--- src/logic/irl_pkg.sv ---
// shared constants, types and decode helpers of the interrupt request level controller
`default_nettype none

package irl_pkg;

    // ------------------------------------------------------------------
    // register indices (byte address is four times the index)
    // ------------------------------------------------------------------
    localparam logic [15:0] IDX_FLAGS_C = 16'hf02c;
    localparam logic [15:0] IDX_FLAGS_D = 16'hf02e;
    localparam logic [15:0] IDX_LVL_EN = 16'hf030;
    localparam logic [15:0] IDX_CUR_LVL = 16'hf032;
    localparam logic [15:0] IDX_MASK_LVL = 16'hf033;
    localparam logic [15:0] IDX_STATUS = 16'hf040;

    localparam int ADDR_W = 18;
    localparam logic [17:0] ADDR_FLAGS_C = {IDX_FLAGS_C, 2'b00};
    localparam logic [17:0] ADDR_FLAGS_D = {IDX_FLAGS_D, 2'b00};
    localparam logic [17:0] ADDR_LVL_EN = {IDX_LVL_EN, 2'b00};
    localparam logic [17:0] ADDR_CUR_LVL = {IDX_CUR_LVL, 2'b00};
    localparam logic [17:0] ADDR_MASK_LVL = {IDX_MASK_LVL, 2'b00};
    localparam logic [17:0] ADDR_STATUS = {IDX_STATUS, 2'b00};

    // ------------------------------------------------------------------
    // implemented bits and reset values
    // ------------------------------------------------------------------
    localparam logic [15:0] BANK_C_IMPL = 16'h43c7;
    localparam logic [15:0] BANK_D_IMPL = 16'h3e7f;
    localparam logic [31:0] FLAGS_IMPL = {BANK_D_IMPL, BANK_C_IMPL};
    localparam logic [31:0] FLAGS_RST = 32'h0000_0000;
    localparam logic LVL_EN_RST = 1'b0;
    localparam logic [7:0] CUR_LVL_RST = 8'h00;
    localparam logic [3:0] MASK_LVL_RST = 4'h0;
    localparam int LVL_EN_BIT = 0;
    localparam int CUR_NMI_BIT = 7;
    localparam int NUM_SRC = 32;

    // ------------------------------------------------------------------
    // priority ranks: 0 none, 1..4 maskable levels, 5 non-maskable
    // ------------------------------------------------------------------
    typedef logic [1:0] irl_level_t;
    typedef logic [2:0] irl_rank_t;
    localparam irl_rank_t RANK_NONE = 3'h0;
    localparam irl_rank_t RANK_NMI = 3'h5;

    typedef struct packed {
        logic valid;
        logic [4:0] id;
        irl_level_t level;
    } irl_cpu_req_s;

    typedef struct packed {
        logic take;
        logic [4:0] id;
        logic nmi_take;
    } irl_cpu_ack_s;

    // highest level marked in a level1..level4 bit vector
    function automatic irl_rank_t irl_top_rank(input logic [3:0] v);
        irl_rank_t r;
        r = RANK_NONE;
        for (int k = 0; k < 4; k++) begin
            if (v[k]) begin
                r = 3'(k + 1);
            end
        end
        return r;
    endfunction : irl_top_rank

endpackage : irl_pkg

`default_nettype wire

--- src/logic/irl_ctrl.sv ---
// interrupt request flag banks with priority level control behind an apb slave
`timescale 1ns/1ns
`default_nettype none

// Operation
// events set flags regardless of enables
// present only enabled flags, master enable gates
// software writing one raises the interrupt
// flag clears when cpu accepts it
// bank c implements bits 14,9..6,2..0 only
// bank d implements bits 13..9, 6..0
// byte and halfword access, reset zero
// software modifies single flags bitwise
// level control on/off bit, reset zero
// software disables level control in safe order
// software enables level control while quiet
// acceptance sets matching current level bit
// block requests below level in service
// nested levels stay set until released
// any write clears highest set level
// handler end writes current level once
// bit7 nmi, bits3..0 levels 4..1
// mask level writable only while enabled
// hold requests at or below mask
// lowering mask releases held request
// mask bits 3..1 are levels 4..2
// mask bit 0 is level 1
// level field 00 lowest, 11 highest
// source enable one forwards, zero blocks
// acceptance clears master enable only
module irl_ctrl (
    // clock and reset
    input wire logic ref_clk,
    input wire logic rst_n,
    // apb slave
    input wire logic [irl_pkg::ADDR_W-1:0] paddr,
    input wire logic psel,
    input wire logic penable,
    input wire logic pwrite,
    input wire logic [31:0] pwdata,
    input wire logic [3:0] pstrb,
    output logic [31:0] prdata,
    output logic pready,
    output logic pslverr,
    // peripheral events, bank c in low half
    input wire logic [irl_pkg::NUM_SRC-1:0] source_event,
    // per-source enables and level fields from their registers
    input wire logic [irl_pkg::NUM_SRC-1:0] source_enable,
    input wire logic [2*irl_pkg::NUM_SRC-1:0] level_assign_reg,
    // cpu side
    input wire logic master_interrupt_enable,
    input wire irl_pkg::irl_cpu_ack_s cpu_ack,
    output irl_pkg::irl_cpu_req_s cpu_req,
    output logic master_enable_clear,
    output logic level_control_on
);
    import irl_pkg::*;

    // ------------------------------------------------------------------
    // state
    // ------------------------------------------------------------------
    logic [31:0] request_flags;
    logic [7:0] current_service_level;
    logic [3:0] mask_level;

    logic [31:0] next_request_flags;
    logic [7:0] next_current_service_level;
    logic [3:0] next_mask_level;
    logic next_level_control_on;

    // ------------------------------------------------------------------
    // apb decode
    // ------------------------------------------------------------------
    logic bus_write;
    logic bus_setup;
    logic hit_c, hit_d, hit_en, hit_cur, hit_mask, hit_stat;
    logic [15:0] lane16;
    logic [31:0] flag_lane;
    logic [31:0] rd_word;
    logic rd_err;

    assign bus_setup = psel & ~penable;
    assign bus_write = psel & penable & pready & pwrite;
    assign hit_c = (paddr == ADDR_FLAGS_C);
    assign hit_d = (paddr == ADDR_FLAGS_D);
    assign hit_en = (paddr == ADDR_LVL_EN);
    assign hit_cur = (paddr == ADDR_CUR_LVL);
    assign hit_mask = (paddr == ADDR_MASK_LVL);
    assign hit_stat = (paddr == ADDR_STATUS);
    assign lane16 = {{8{pstrb[1]}}, {8{pstrb[0]}}};

    always_comb begin
        flag_lane = 32'h0000_0000;
        if (hit_c) begin
            flag_lane = {16'h0000, lane16};
        end else if (hit_d) begin
            flag_lane = {lane16, 16'h0000};
        end
    end

    // ------------------------------------------------------------------
    // request flags
    // ------------------------------------------------------------------
    // order matters: software write, then acceptance clear, then events,
    // so an event in the same cycle as any clear is never lost
    always_comb begin
        next_request_flags = request_flags;
        if (bus_write) begin
            next_request_flags = (request_flags & ~flag_lane)
                | ({pwdata[15:0], pwdata[15:0]} & flag_lane);
        end
        if (cpu_ack.take) begin
            next_request_flags[cpu_ack.id] = 1'b0;
        end
        next_request_flags = (next_request_flags | source_event) & FLAGS_IMPL;
    end

    always_ff @(posedge ref_clk) begin
        if (!rst_n) begin
            request_flags <= FLAGS_RST;
        end else begin
            request_flags <= next_request_flags;
        end
    end

    // ------------------------------------------------------------------
    // level control enable
    // ------------------------------------------------------------------
    always_comb begin
        next_level_control_on = level_control_on;
        if (bus_write && hit_en && pstrb[0]) begin
            next_level_control_on = pwdata[LVL_EN_BIT];
        end
    end

    always_ff @(posedge ref_clk) begin
        if (!rst_n) begin
            level_control_on <= LVL_EN_RST;
        end else begin
            level_control_on <= next_level_control_on;
        end
    end

    // ------------------------------------------------------------------
    // current service level
    // ------------------------------------------------------------------
    irl_level_t ack_level;
    assign ack_level = level_assign_reg[2*cpu_ack.id +: 2];

    always_comb begin
        next_current_service_level = current_service_level;
        // release first so a same-cycle acceptance still lands
        if (bus_write && hit_cur && pstrb[0]) begin
            if (current_service_level[CUR_NMI_BIT]) begin
                next_current_service_level[CUR_NMI_BIT] = 1'b0;
            end else begin
                for (int k = 0; k < 4; k++) begin
                    if (irl_top_rank(current_service_level[3:0]) == 3'(k + 1)) begin
                        next_current_service_level[k] = 1'b0;
                    end
                end
            end
        end
        if (level_control_on && cpu_ack.take) begin
            next_current_service_level[ack_level] = 1'b1;
        end
        if (level_control_on && cpu_ack.nmi_take) begin
            next_current_service_level[CUR_NMI_BIT] = 1'b1;
        end
    end

    always_ff @(posedge ref_clk) begin
        if (!rst_n) begin
            current_service_level <= CUR_LVL_RST;
        end else begin
            current_service_level <= next_current_service_level;
        end
    end

    // ------------------------------------------------------------------
    // mask level
    // ------------------------------------------------------------------
    always_comb begin
        next_mask_level = mask_level;
        if (bus_write && hit_mask && pstrb[0] && level_control_on) begin
            next_mask_level = pwdata[3:0];
        end
    end

    always_ff @(posedge ref_clk) begin
        if (!rst_n) begin
            mask_level <= MASK_LVL_RST;
        end else begin
            mask_level <= next_mask_level;
        end
    end

    // ------------------------------------------------------------------
    // eligibility per source
    // ------------------------------------------------------------------
    // decided on next-state values so the registered request never
    // repeats a flag that is being cleared in this very cycle
    irl_rank_t serving_rank;
    irl_rank_t masked_rank;
    logic [NUM_SRC-1:0] eligible;

    assign serving_rank = next_current_service_level[CUR_NMI_BIT] ? RANK_NMI
        : irl_top_rank(next_current_service_level[3:0]);
    assign masked_rank = irl_top_rank(next_mask_level);

    for (genvar i = 0; i < NUM_SRC; i++) begin : g_src
        irl_rank_t rank;
        logic blocked;
        assign rank = 3'({1'b0, level_assign_reg[2*i +: 2]}) + 3'h1;
        assign blocked = next_level_control_on
            & ((rank < serving_rank) | (rank <= masked_rank));
        assign eligible[i] = next_request_flags[i] & source_enable[i] & ~blocked;
    end

    // ------------------------------------------------------------------
    // arbitration: highest level while level control is on, then lowest index
    // ------------------------------------------------------------------
    logic best_found;
    logic [4:0] best_id;
    irl_level_t best_level;

    always_comb begin
        best_found = 1'b0;
        best_id = 5'h00;
        best_level = 2'h0;
        for (int i = 0; i < NUM_SRC; i++) begin
            if (eligible[i]) begin
                if (!best_found || (next_level_control_on
                        && level_assign_reg[2*i +: 2] > best_level)) begin
                    best_found = 1'b1;
                    best_id = 5'(i);
                    best_level = level_assign_reg[2*i +: 2];
                end
            end
        end
    end

    // ------------------------------------------------------------------
    // cpu request
    // ------------------------------------------------------------------
    // a flag set by software shows here on the next edge, leaving the
    // core one instruction before it branches
    always_ff @(posedge ref_clk) begin
        if (!rst_n) begin
            cpu_req <= '0;
        end else begin
            cpu_req.valid <= best_found & master_interrupt_enable;
            cpu_req.id <= best_id;
            cpu_req.level <= best_level;
        end
    end

    always_ff @(posedge ref_clk) begin
        if (!rst_n) begin
            master_enable_clear <= 1'b0;
        end else begin
            master_enable_clear <= cpu_ack.take;
        end
    end

    // ------------------------------------------------------------------
    // apb read and answer
    // ------------------------------------------------------------------
    always_comb begin
        rd_word = 32'h0000_0000;
        rd_err = 1'b0;
        if (hit_c) begin
            rd_word = {16'h0000, request_flags[15:0]};
        end else if (hit_d) begin
            rd_word = {16'h0000, request_flags[31:16]};
        end else if (hit_en) begin
            rd_word = {31'h0000_0000, level_control_on};
        end else if (hit_cur) begin
            rd_word = {24'h00_0000, current_service_level};
        end else if (hit_mask) begin
            rd_word = {28'h000_0000, mask_level};
        end else if (hit_stat) begin
            rd_word = {18'h0_0000, serving_rank, masked_rank, cpu_req.level,
                cpu_req.id, cpu_req.valid};
        end else begin
            rd_err = 1'b1;
        end
    end

    // one wait-free access phase: pready rises in the cycle after setup
    always_ff @(posedge ref_clk) begin
        if (!rst_n) begin
            pready <= 1'b0;
            pslverr <= 1'b0;
        end else begin
            pready <= bus_setup;
            pslverr <= bus_setup & rd_err;
        end
    end

    // read data is captured at setup, so a flag set during access shows next read
    always_ff @(posedge ref_clk) begin
        if (!rst_n) begin
            prdata <= 32'h0000_0000;
        end else if (bus_setup && !pwrite) begin
            prdata <= rd_word;
        end else begin
            prdata <= 32'h0000_0000;
        end
    end

endmodule : irl_ctrl

`default_nettype wire

--- config.mk ---
export PLATFORM = sky130hd
export DESIGN_NAME = irl_ctrl
export DESIGN_NICKNAME = d
export VERILOG_FILES = /design/src/logic/irl_pkg.sv /design/src/logic/irl_ctrl.sv
export SDC_FILE = /design/constraint.sdc
export NUM_CORES = 1
export LEC_CHECK = 0
export BUFFER_PORTS_ARGS = -buffer_cell sky130_fd_sc_hd__buf_2
export CAP_MARGIN = 15
export CORE_MARGIN = 2
export CORE_UTILIZATION = 50
export DETAILED_ROUTE_END_ITERATION = 6
export HOLD_SLACK_MARGIN = 0.05
export PLACE_DENSITY = 0.8
export SETUP_SLACK_MARGIN = 0.3
export SLEW_MARGIN = 40
export SYNTH_ARGS = -nofsm -noshare
export SYNTH_HDL_FRONTEND = slang
export SYNTH_SLANG_ARGS = --single-unit
--- constraint.sdc ---
create_clock -name ref_clk -period 33 [get_ports ref_clk]
set_clock_uncertainty 0.15 [all_clocks]
set_input_delay 4.95 -clock ref_clk [delete_from_list [all_inputs] [get_ports ref_clk]]
set_output_delay 4.95 -clock ref_clk [all_outputs]
set_load 0.02 [all_outputs]
== Word level (Yosys, flattened, before mapping) ==
Index checks and enable logic that the tools add are counted.
Cells by class
  $add $sub $neg: 20
  $mul: 0
  div/mod/pow operators: 0
  $lt $le $gt $ge: 63
  eq/ne operators: 10
  shifts and indexed selects: 1
  muxes and demuxes: 162
  bitwise gates (word level): 117
  reductions and logical operators: 72
Operators by type and width (count)
  $mux W5: 37
  $mux W30: 4
  $eq A18 B18 Y1 const B: 6
  $and A30 B30 Y30: 3
  $mux W2: 40
  $mux W14: 5
  $and A1 B1 Y1: 66
  $shiftx A64 B7 Y2: 1
  $add A2 B1 Y3 const B: 20
  $le A3 B3 Y1: 20
  $lt A3 B3 Y1: 20
  $not A30 Y30: 2
  $or A30 B30 Y30: 2
  $mux W1: 58
  $gt A2 B2 Y1: 19
  $mux W3: 11
  $logic_and A1 B1 Y1: 31
  $not A1 Y1: 23
  $logic_not A1 Y1: 20
  $or A1 B1 Y1: 20
  $logic_or A1 B1 Y1: 19
  $mux W16: 1
  $mux W4: 3
  $mux W8: 1
  12 further kinds: 13
Word-level totals
  register bits: 76
  bits in latches: 0
  RAM bits: 0
  ROM bits: 0
  input bits: 195
  output and inout port bits: 44
  memories: 0

== Depth between registers and ports, before layout ==
Gate-level depths: netlist (run 1).
  depth after elaboration: 119
  mapped depth: 155

== Least setup slack after synthesis (run 1) ==
Ideal clock, no wire load.
  path type: input to register
  start: in paddr[9] (netlist name)
  end: reg cpu_req[0] (netlist name)
  setup time: 0.116 ns
  arrival time: 31.245 ns
  path slack: 1.490 ns
  stages on the path: 132
  path buffers: 0
  path through: or3_1 -> or3_1 -> nor4_1 -> mux2i_1 -> nand2_1 -> ha_1 -> nor2b_1 -> o21ai_0 -> a32oi_1 -> nand2_1 -> or2_2 -> o32ai_1 -> nand2_1 -> ha_1 -> a21oi_1 -> a21oi_1 -> nand2_1 -> and2_1 -> [... 96 more ...] -> nand2_1 -> o31ai_2 -> ha_1 -> nor2_1 -> a32oi_1 -> o22a_1 -> mux2_4 -> ha_1 -> a21oi_1 -> a21oi_1 -> nor2_1 -> mux2_2 -> ha_1 -> a21oi_1 -> a21oi_1 -> nor2_1 -> nor2_1 -> a31o_1
Between the ends
  cells in the longest elaborated chain, start to end: 112
  elaborated cells on any way between the ends: 330
  classes of those cells: 59 x order compare; 5 x eq/ne; 95 x mux; 107 x bitwise; 64 x reduce/logical
Ends and longest elaborated chain
  start, declared: line irl_ctrl.sv:36  | input wire logic [irl_pkg::ADDR_W-1:0] paddr,
  $eq A18 B18 Y1: line irl_ctrl.sv:87  | assign hit_cur = (paddr == ADDR_CUR_LVL);
  $logic_and A1 B1 Y1 (2 in series): line irl_ctrl.sv:153  | if (bus_write && hit_cur && pstrb[0]) begin
  $mux W4: line irl_ctrl.sv:153
  $or A8 B4 Y8 (no line)
  $mux W8: line irl_ctrl.sv:164  | if (level_control_on && cpu_ack.take) begin
  $mux W1: line irl_pkg.sv:63  | if (v[k]) begin
  $mux W3 (3 in series): line irl_pkg.sv:63
  $mux W3: line irl_ctrl.sv:207  | assign serving_rank = next_current_service_level[CUR_NMI_BIT] ? RANK_NMI
  [... 93 more ...]
  $logic_or A1 B1 Y1: line irl_ctrl.sv:233  | if (!best_found || (next_level_control_on
  $mux W2: line irl_ctrl.sv:233
  $mux W2: line irl_ctrl.sv:232  | if (eligible[i]) begin
  $gt A2 B2 Y1: line irl_ctrl.sv:234  | && level_assign_reg[2*i +: 2] > best_level)) begin
  $logic_and A1 B1 Y1: line irl_ctrl.sv:234
  $logic_or A1 B1 Y1: line irl_ctrl.sv:233
  $mux W2: line irl_ctrl.sv:233
  $mux W2 (*): line irl_ctrl.sv:232
  end, declared: line irl_ctrl.sv:53  | output irl_pkg::irl_cpu_req_s cpu_req,
Every way passes the cells marked *; elsewhere a longest branch is shown, timed or not.
A chain may end at the register's enable or synchronous reset.

== Worst setup path in the final report (run 1) ==
  start: in paddr[9] (netlist name)
  end: reg cpu_req[6] (netlist name)
Between the ends
  cells in the longest elaborated chain, start to end: 112
  elaborated cells on any way between the ends: 364
  classes of those cells: 59 x order compare; 5 x eq/ne; 129 x mux; 107 x bitwise; 64 x reduce/logical
Ends and longest elaborated chain (line)
  $eq A18 B18 Y1: irl_ctrl.sv:87
  $logic_and A1 B1 Y1 (2 in series): irl_ctrl.sv:153
  $mux W4: irl_ctrl.sv:153
  $or A8 B4 Y8 (no line)
  $mux W8: irl_ctrl.sv:164
  $mux W1: irl_pkg.sv:63
  $mux W3 (3 in series): irl_pkg.sv:63
  $mux W3: irl_ctrl.sv:207
  [... 93 more ...]
  $logic_or A1 B1 Y1: irl_ctrl.sv:233
  $mux W2: irl_ctrl.sv:233
  $mux W2: irl_ctrl.sv:232
  $gt A2 B2 Y1: irl_ctrl.sv:234
  $logic_and A1 B1 Y1: irl_ctrl.sv:234
  $logic_or A1 B1 Y1: irl_ctrl.sv:233
  $mux W5: irl_ctrl.sv:233
  $mux W5 (*): irl_ctrl.sv:232
Marked as above.

==> flow_summary.toml, run 1 <==
[setup_path]
end_kind = "flip-flop"
critPathSlowestCell = "or4_1"
path_class = "in -> reg"
crit_buf_inv = 9
path_common_cell = "ha_1"
critPathMaxFanout = 8
worstSetupStartpointType = "input pin"
rrSetupSlack_ps = 6370
slowest_delay_ps = 530
critPathRequiredTime_ps = 33050
crit_family = "compound AO/OA/AOI/OAI gates"
cp.arrival_ps = 31300

[grt]
grt_pass1_wl_um = 46040
antenna_found_initial = 3
grt_max_degree = 44
overflow = 0
grt_use_total_pct = 31.95
first_global_vias = 8796

[logic_synthesis]
synth-xor-area-share_pct = 0
synth_adder_area_share_pct = 19.47
synth_compound_area_share_pct = 30.53
synth_area_um2 = 8620
postSynthCellCount = 1129
synth_top_family_by_area = "compound AO/OA/AOI/OAI gates"
async_reset_ff_share_pct = 0
synth-edff-count = 0
synth_mux_area_share_pct = 7.432
ys_ff_latch = 56
ys_seq_area_share_pct = 13.01
synth_simple_gate_area_share_pct = 22.78
synth_flop_cell = "dfxtp_1"
ys_types = 94
syn-mean-instance-area_um2 = 7.635
ys_warn_count = 0

[final_layout]
postLayoutCoreUtil_pct = 59.65
most-common-layout-cells = "177 x buf_2, 130 x ha_1, 97 x nor2_1, 83 x nand2_1, 78 x inv_1"
drive_above_1_share_pct = 22.43
multiInputGateArea_um2 = 7223
layout_commonest_cell = "buf_2"
syn_to_final_growth_pct = 18.03
register_area_um2 = 1121
fin_nets = 1630
nFillCells = 1579

[floorplan]
coreArea_um2 = 17060
die_area_um2 = 18300
die_w_um = 135.3
boundaryPins = 239
rows = 48
initial_core_util_pct = 50.54
die_h_um = 135.3

[detailed_routing]
dr.pass1.iters = 6
wirelength_um = 30910
routed-via-count = 9728
routedWlPerCell_um = 20.15
routed_via_density = 6.342
drc = 0
ant_nets = 0
drt_iter0_drc = 936

[power_and_ir_drop]
p_int_uw = 149.1
leakagePower_uw = 0.004692
switchingPower_uw = 96.20
vdd_drop_max_v = 0.00002605
p_comb_share_pct = 48.1
p_clk_share_pct = 22.6
switching_share_pct = 39.22
pwr_density_cell_nw_per_um2 = 24.11
seqPwrFrac_pct = 29.3

[place]
dp_hpwl_um = 23950
place_congestion = 1.018
numPortBuffers = 178

[timing]
finalSetupViolations = 0
finalHoldViolations = 0
min_period_over_period_pct = 94.70
slew_viol_final = 0
max_freq_mhz = 32.00
rsz0062_at_grt = "false"
slew_headroom_pct = 42.28
tightest_slew_ps = 854.6
period_minus_slack_ps = 31250
fin_setup_tns_ps = 0

[cts]
clock-sinks = 56
cts_tree = "yes"
htreeDepth = 2
cts_made_buffers = 5
ctsRootBufferMaster = "clkbuf_16"
max-clock-path-buffers = 2
clk_pin_slew_ps = 80
clk_latency_ps = 300

[outcome]
status = "completed"

[job]
maxCapViolCount = 0

[hold_path]
holdCritPathClass = "reg -> reg"
[cell families (layout without fill, tap and decap cells)]
group,count (synthesis),count (layout)
simple gates,382,382
fa+ha+maj,135,135
buf+inv,130,291
other cells,1,20
compound gates,364,364
mux,61,61
flops,56,56
[final cells by class]
class	count	area share, %
Tap cell	225	2.767
Sequential cell	56	11.02
Multi-Input combinational cell	959	71.00
Timing Repair Buffer	205	10.81
Antenna cell	3	0.07379
Clock buffer	5	1.230
Clock inverter	3	0.2214
Inverter	78	2.878
[power by group through the flow]
| stage | combinational, uW | sequential [uW] | clock, uW |
|---|---|---|---|
| floorplan | 74.2 | 73.9 | 0 |
| global placement | 104 | 73.3 | 0 |
| detailed placement | 108 | 73.4 | 0 |
| CTS | 109 | 71.8 | 55.1 |
| global route | 130 | 72.1 | 57.6 |
| finish | 118 | 71.9 | 55.4 |
[worst reg2reg max path, delay by kind of cell, from the launching register on]
family | cells | cell delay (ps)
AO/OA/AOI/OAI | 63 | 10910
adder cells (fa/ha/maj) | 20 | 5390
buffers and inverters | 8 | 990
flip-flops | 1 | 330
multiplexers | 7 | 2270
AND/OR/NAND/NOR | 43 | 6570
[worst paths after layout]
check,startpoint,to,depth (start not counted)
setup reg to reg,pready$_SDFF_PN0_,cpu_req[6]$_SDFF_PN0_,141
hold / removal,request_flags[29]$_SDFF_PN0_,prdata[13]$_SDFF_PP0_,2
hold reg to reg,request_flags[29]$_SDFF_PN0_,prdata[13]$_SDFF_PP0_,2
setup / recovery,paddr[9],cpu_req[6]$_SDFF_PN0_,141
[per-layer routing]
| layer | global-route usage, % | vias to the layer above | part of all wire [%] |
|---|---|---|---|
| met5 | 0 | - | 0 |
| met4 | 18.40 | 0 | 6.4 |
| met3 | 5.163 | 137 | 9.2 |
| met2 | 50.42 | 574 | 44 |
| met1 | 41.30 | 4419 | 41 |
| li1 | - | 4598 | - |
[state kept, by name (all words and copies together), names as in the netlist]
signal                 count
request_flags             20
prdata                    15
cpu_req                    8
current_service_level      5
mask_level                 4
level_control_on           1
master_enable_clear        1
pready                     1
pslverr                    1
[per-stage QoR]
stage | hold slack, ps | area [um2] | power, uW | instances | worst slack (ps)
6_report | 307.9 | 10170 | 245.3 | 1534 | 1751
5_1_grt | 345.6 | 10170 | 259.7 | 1532 | 55.63
4_1_cts | 311.3 | 9817 | 235.5 | 1514 | 370.6
3_5_place_dp | 294.4 | 9669 | 181.4 | 1506 | 131.1
3_3_place_gp | 289.5 | 9648 | 177.3 | 1506 | 567.3
2_1_floorplan | 268.7 | 8680 | 148.1 | 1145 | 1490
[Yosys cell counts (all sizes together), types with 7 or more instances]
cell type / instances / share of area (%)
inv: 78 / 3.4
and3: 7 / 0.51
dfxtp: 56 / 13
ha: 130 / 19
nor3: 17 / 1.0
a211oi: 14 / 1.4
a22oi: 13 / 1.1
a221o: 7 / 0.81
a311oi: 7 / 0.71
buf: 31 / 2.4
nor4: 13 / 0.94
nor2b: 29 / 2.1
nand3: 29 / 1.7
or2: 7 / 0.51
a31oi: 11 / 0.80
a21o: 25 / 2.2
nand3b: 7 / 0.61
or3: 8 / 0.64
clkbuf: 21 / 0.91
o31ai: 11 / 1.3
and2: 30 / 2.2
mux2: 8 / 1.1
o221ai: 11 / 1.2
o211ai: 12 / 1.0
o22ai: 20 / 1.5
a22o: 8 / 0.81
nand4: 9 / 0.65
o21ai: 60 / 3.5
nor2: 101 / 4.4
nand2b: 14 / 1.0
nand2: 87 / 3.8
mux2i: 52 / 6.0
o21a: 22 / 2.0
a21oi: 76 / 4.4
a221oi: 8 / 1.2
[what timing repair did]
action,in CTS,in global routing
buffers inserted,0,17
setup endpoints to repair,0,7
hold buffers,0,0
resized for setup,0,45
Note: power is estimated with default switching activity, not from simulation.
==> inputs of run 2 (changes only) <==
--- a/config.mk
+++ b/config.mk
@@ -8,10 +8,10 @@
 export BUFFER_PORTS_ARGS = -buffer_cell sky130_fd_sc_hd__buf_2
 export CAP_MARGIN = 15
 export CORE_MARGIN = 2
-export CORE_UTILIZATION = 50
+export CORE_UTILIZATION = 55
 export DETAILED_ROUTE_END_ITERATION = 6
 export HOLD_SLACK_MARGIN = 0.05
-export PLACE_DENSITY = 0.8
+export PLACE_DENSITY = 0.83
 export SETUP_SLACK_MARGIN = 0.3
 export SLEW_MARGIN = 40
 export SYNTH_ARGS = -nofsm -noshare
==> constraint.sdc (replaced) <==
create_clock -name ref_clk -period 32.9 [get_ports ref_clk]
set_clock_uncertainty 0.15 [all_clocks]
set_input_delay 4.935 -clock ref_clk [delete_from_list [all_inputs] [get_ports ref_clk]]
set_output_delay 4.935 -clock ref_clk [all_outputs]
set_load 0.02 [all_outputs]
==> run 2 against run 1 <==
Net effect: cell area fell by 0.79%; worst hold slack improved by 6.0 ps; final cell count fell by 0.85%; routed wire length fell by 0.29%; critical endpoint is now cpu_req[5]$_SDFF_PN0_; non-clock buffer count rose by 1; sequential power barely moved; register-to-register slack got worse by 180 ps; critical path type unchanged; highest routed layer is now met5; largest power group unchanged; combinational power barely moved; clock-buffer cell count rose by 1; critical path depth rose by 5; first-iteration DRC count rose by 13%; via count rose by 2.7%.
==> flow_summary.toml, run 2 (synthesis results as in run 1) <==
[detailed_routing]
routed-via-count = 9987
met3_length_um = 3415
top_layer = "met5"
wirelength_um = 30810
ant_nets = 0
dr.pass1.iters = 6
routed_via_density = 6.566
wl_met2_um = 13380
drt_iter0_drc = 1057
wl_met1_um = 11990
routedWlPerCell_um = 20.26
drc = 0

[place]
dp_hpwl_um = 23770
numPortBuffers = 178
dp.cells = 1496
place_area_um2 = 9661
place_congestion = 0.9939

[grt]
overflow = 0
grt_pass1_wl_um = 45880
antenna_found_initial = 3
grt_max_degree = 44
grt_use_total_pct = 34.84
first_global_vias = 8976

[timing]
finalSetupViolations = 0
period_minus_slack_ps = 31260
finalHoldViolations = 0
min_period_over_period_pct = 95.03
max_freq_mhz = 31.99
fin_setup_tns_ps = 0
slew_headroom_pct = 36.72
tightest_slew_ps = 949.1
slew_viol_final = 0

[setup_path]
critPathSlowestCell = "or4_1"
path_class = "in -> reg"
end_kind = "flip-flop"
critPathMaxFanout = 8
r2r-start = "pready$_SDFF_PN0_"
critPathRequiredTime_ps = 32950
worstSetupStartpointType = "input pin"
rrSetupSlack_ps = 6190
cp.arrival_ps = 31310
r2r-end = "cpu_req[5]$_SDFF_PN0_"
slowest_delay_ps = 510
path_common_cell = "ha_1"
worstRegToRegCells = 146

[final_layout]
multiInputGateArea_um2 = 7162
final_cells = 1521
most-common-layout-cells = "177 x buf_2, 130 x ha_1, 97 x nor2_1, 85 x nand2_1, 78 x inv_1"
largest_registers = "request_flags: 20 flops, prdata: 15 flops, cpu_req: 8 flops"
fin_nets = 1631
drive_above_1_share_pct = 22.11
stdcell_area_um2 = 10090
top_register = "request_flags"
syn_to_final_growth_pct = 17.10
layout_commonest_cell = "buf_2"
register_area_um2 = 1121
nFillCells = 1340
postLayoutCoreUtil_pct = 66.15
largest_reg_flops = 20

[power_and_ir_drop]
vdd_drop_max_v = 0.00002003
pwr_density_cell_nw_per_um2 = 24.17
leakagePower_uw = 0.004684

[cts]
clk_pin_slew_ps = 70
max-clock-path-buffers = 2
cts_made_buffers = 5
clk_latency_ps = 300
ctsRootBufferMaster = "clkbuf_16"
clock-sinks = 56
hold_buffers = 0
cts_tree = "yes"
htreeDepth = 2

[floorplan]
initial_core_util_pct = 56.49
boundaryPins = 239
die_h_um = 129.2
die_w_um = 129.2
die_area_um2 = 16690
rows = 45
coreArea_um2 = 15260

[hold_path]
holdCritPathClass = "reg -> reg"
holdPathStages = 2
min_to = "prdata[13]$_SDFF_PP0_"
min_from = "request_flags[29]$_SDFF_PN0_"

[job]
maxCapViolCount = 0

[outcome]
status = "completed"
[run 2: changes by cell type in the layout (fill, tap and decap cells not counted), sizes merged]
cell    change
clkinv      -1
clkbuf      +2
[run 2: final cells by class]
type                    count  share of cell area, %
clock buffers               6                  1.277
flip-flops and latches     56                  11.11
diodes                      3                0.07438
inverters                  78                  2.901
clock inverters             2                 0.1364
repair buffers            206                  10.93
multi-input cells         959                  70.96
well taps                 211                  2.616
[run 2: per-layer routing]
metal	vias to the layer above	global-route usage (%)
li1	4588	-
met1	4582	44.49
met2	667	56.25
met3	148	4.707
met4	2	20.33
met5	-	0
[run 2: worst max path at each step]
stage,startpoint,end,slack [ps],depth (start not counted)
after floorplan,paddr[9],cpu_req[0]$_SDFF_PN0_,1400,132
after global placement,paddr[9],cpu_req[4]$_SDFF_PN0_,580,133
after detailed placement,paddr[9],cpu_req[6]$_SDFF_PN0_,40,137
after CTS,paddr[9],cpu_req[5]$_SDFF_PN0_,380,141
after global routing,paddr[9],cpu_req[6]$_SDFF_PN0_,-130,146
final,paddr[9],cpu_req[5]$_SDFF_PN0_,1640,146
[run 2: worst max-delay path, delay by kind of cell]
kind / cells / cell delay, ps
compound gates: 65 / 10700
simple gates: 44 / 7110
fa+ha+maj: 20 / 5310
mux: 7 / 2140
buf+inv: 10 / 1060
[run 2: power by group]
group / internal [uW] / leakage (uW) / switching (uW) / total (uW)
clock network: 28.5 / 0.0000713 / 26.3 / 54.8
registers: 70.4 / 0.000459 / 1.78 / 72.2
logic: 49.5 / 0.00415 / 67.4 / 117
[run 2: stage by stage]
| stage | worst slack [ps] | total power (uW) | hold WS [ps] |
|---|---|---|---|
| global placement | 581.6 | 177.5 | 291.3 |
| CTS | 376.0 | 235.0 | 323.3 |
| floorplan | 1405 | 148.5 | 268.7 |
| detailed placement | 35.22 | 181.7 | 305.9 |
| finish | 1636 | 244.0 | 313.9 |
| global route | -131.4 | 257.4 | 352.0 |
[run 2: timing repair]
item                                    CTS  global route
endpoints found under the hold margin     0             0
buffers inserted                          0            14
endpoints found under the setup margin    2             7
gates resized for setup                   1            38
pin swaps                                 0             8
cloned                                    0             0
==> inputs of run 3 (changes only) <==
--- a/config.mk
+++ b/config.mk
@@ -10,9 +10,11 @@
 export CORE_MARGIN = 2
 export CORE_UTILIZATION = 55
 export DETAILED_ROUTE_END_ITERATION = 6
+export GPL_TIMING_DRIVEN = 0
 export HOLD_SLACK_MARGIN = 0.05
 export PLACE_DENSITY = 0.83
 export SETUP_SLACK_MARGIN = 0.3
+export SKIP_LAST_GASP = 1
 export SLEW_MARGIN = 40
 export SYNTH_ARGS = -nofsm -noshare
 export SYNTH_HDL_FRONTEND = slang
==> run 3 against run 2 <==
Net effect: maximum frequency fell by 0.80%; clock power rose by 14%; sequential share of layout area fell by 0.60 points; critical path depth fell by 4; first-iteration DRC count rose by 13%; utilization rose by 3.8 points; final cell count rose by 3.9%; routed wire length rose by 6.9%; highest routed layer is now met4.
==> flow_summary.toml, run 3 (synthesis results as in run 1) <==
[timing]
tightest_slew_ps = 967.1
finalHoldViolations = 0
period_minus_slack_ps = 31520
slew_headroom_pct = 35.53
max_freq_mhz = 31.73
min_period_over_period_pct = 95.80
finalSetupViolations = 0
slew_viol_final = 0

[floorplan]
die_h_um = 129.2
rows = 45
die_w_um = 129.2
coreArea_um2 = 15260
die_area_um2 = 16690
initial_core_util_pct = 56.49
boundaryPins = 239

[detailed_routing]
wirelength_um = 32940
routed-via-count = 10380
ant_nets = 0
drt_iter0_drc = 1196
drc = 0
routedWlPerCell_um = 20.84
routed_via_density = 6.563
dr.pass1.iters = 6

[grt]
busiest_layer = "met2"
grt_use_total_pct = 36.49
antenna_found_initial = 3
grt_max_degree = 22
grt_use_met1_pct = 47.45
first_global_vias = 9103
met2_usage_pct = 60.00
grt_util_met3_pct = 5.326
overflow = 0
grt_pass1_wl_um = 47860

[final_layout]
largest_registers = "request_flags: 20 flops, prdata: 15 flops, cpu_req: 8 flops"
layout_commonest_cell = "buf_2"
register_area_um2 = 1121
top_register = "request_flags"
fin_nets = 1691
most-common-layout-cells = "182 x buf_2, 130 x ha_1, 94 x nor2_1, 82 x nand2_1, 78 x inv_1"
postLayoutCoreUtil_pct = 69.91
multiInputGateArea_um2 = 7313
nFillCells = 1306
drive_above_1_share_pct = 25.24
syn_to_final_growth_pct = 23.75
largest_reg_flops = 20

[power_and_ir_drop]
finalPower_uw = 259.0
vdd_drop_max_v = 0.00002024
leakagePower_uw = 0.004964
pwr_density_cell_nw_per_um2 = 24.29

[cts]
clk_pin_slew_ps = 80
clock-sinks = 56
cts_made_buffers = 5
clk_latency_ps = 300
ctsRootBufferMaster = "clkbuf_16"
htreeDepth = 2
max-clock-path-buffers = 2
cts_tree = "yes"

[setup_path]
end_kind = "flip-flop"
path_common_cell = "ha_1"
critPathMaxFanout = 8
cp.arrival_ps = 31570
critPathRequiredTime_ps = 32950
slowest_delay_ps = 520
worstSetupStartpointType = "input pin"
crit_family = "compound AO/OA/AOI/OAI gates"
crit_buf_inv = 9
path_class = "in -> reg"
critPathSlowestCell = "or4_1"

[outcome]
status = "completed"

[job]
maxCapViolCount = 0

[place]
dp_hpwl_um = 25380
place_congestion = 1.001
numPortBuffers = 173

[hold_path]
holdCritPathClass = "reg -> reg"
-- run 3: cell count changes in the layout (fill, tap and decap cells not counted), moves of 3 or more --
cell / before / now
a21oi_1: 74 / 71
a21oi_2: 2 / 5
buf_2: 177 / 182
buf_4: 28 / 55
buf_6: 0 / 3
clkbuf_1: 1 / 20
nand2_1: 85 / 82
nor2_1: 97 / 94
nor4_1: 11 / 7
nor4_2: 2 / 5
-- run 3: worst reg2reg max path: cells and delay by family, from the launching register on --
family,cells,cell delay [ps]
compound gates,63,10870
fa+ha+maj,20,5380
buf+inv,9,1100
flops,1,330
mux,7,2280
simple gates,44,6840
-- run 3: repair_timing --
action	CTS	global route
setup endpoints to repair	7	7
setup buffers	3	33
pin swaps	0	15
hold buffers	0	0
resized for setup	7	56
cloned	0	2
-- run 3: final cells by class --
class | count | share of cell area (%)
Tap cell | 211 | 2.475
Timing Repair Buffer | 212 | 11.31
Buffer | 52 | 2.721
Sequential cell | 56 | 10.51
Multi-Input combinational cell | 961 | 68.56
Antenna cell | 3 | 0.07038
Clock inverter | 3 | 0.4340
Inverter | 78 | 2.745
Clock buffer | 5 | 1.173
-- run 3: per-stage QoR --
stage	std cells	instance area [um2]	TNS, ps	hold WS [ps]	worst slack [ps]
after floorplan	1145	8680	0	268.7	1405
after global placement	1529	9809	-28580	290.7	-4217
after detailed placement	1532	9912	-8409	291.2	-1334
after CTS	1543	10140	0	309.2	309.5
after global routing	1578	10660	-1326	355.2	-280.5
final	1581	10670	0	312.6	1382
-- run 3: path summary, 6_finish.rpt --
check                                    start                    end  slack (ps)  cells past startpoint
setup / recovery                      paddr[9]  cpu_req[6]$_SDFF_PN0_        1380                    142
hold / removal    request_flags[27]$_SDFF_PN0_  prdata[11]$_SDFF_PP0_         310                      2
setup reg to reg             pready$_SDFF_PN0_  cpu_req[6]$_SDFF_PN0_        5900                    143
hold reg to reg   request_flags[27]$_SDFF_PN0_  prdata[11]$_SDFF_PP0_         310                      2
-- run 3: report_power, final --
| part | switching, uW | internal [uW] | total (uW) | leakage (uW) |
|---|---|---|---|---|
| clock | 25.9 | 36.4 | 62.3 | 0.0000857 |
| sequential | 1.81 | 70.4 | 72.2 | 0.000459 |
| combinational | 71.2 | 53.4 | 125 | 0.00442 |
-- run 3: layer usage --
layer	wire length, um	vias up
met5	0	-
met2	14680	757
met1	12720	4753
met3	3802	133
met4	1745	0
li1	-	4733
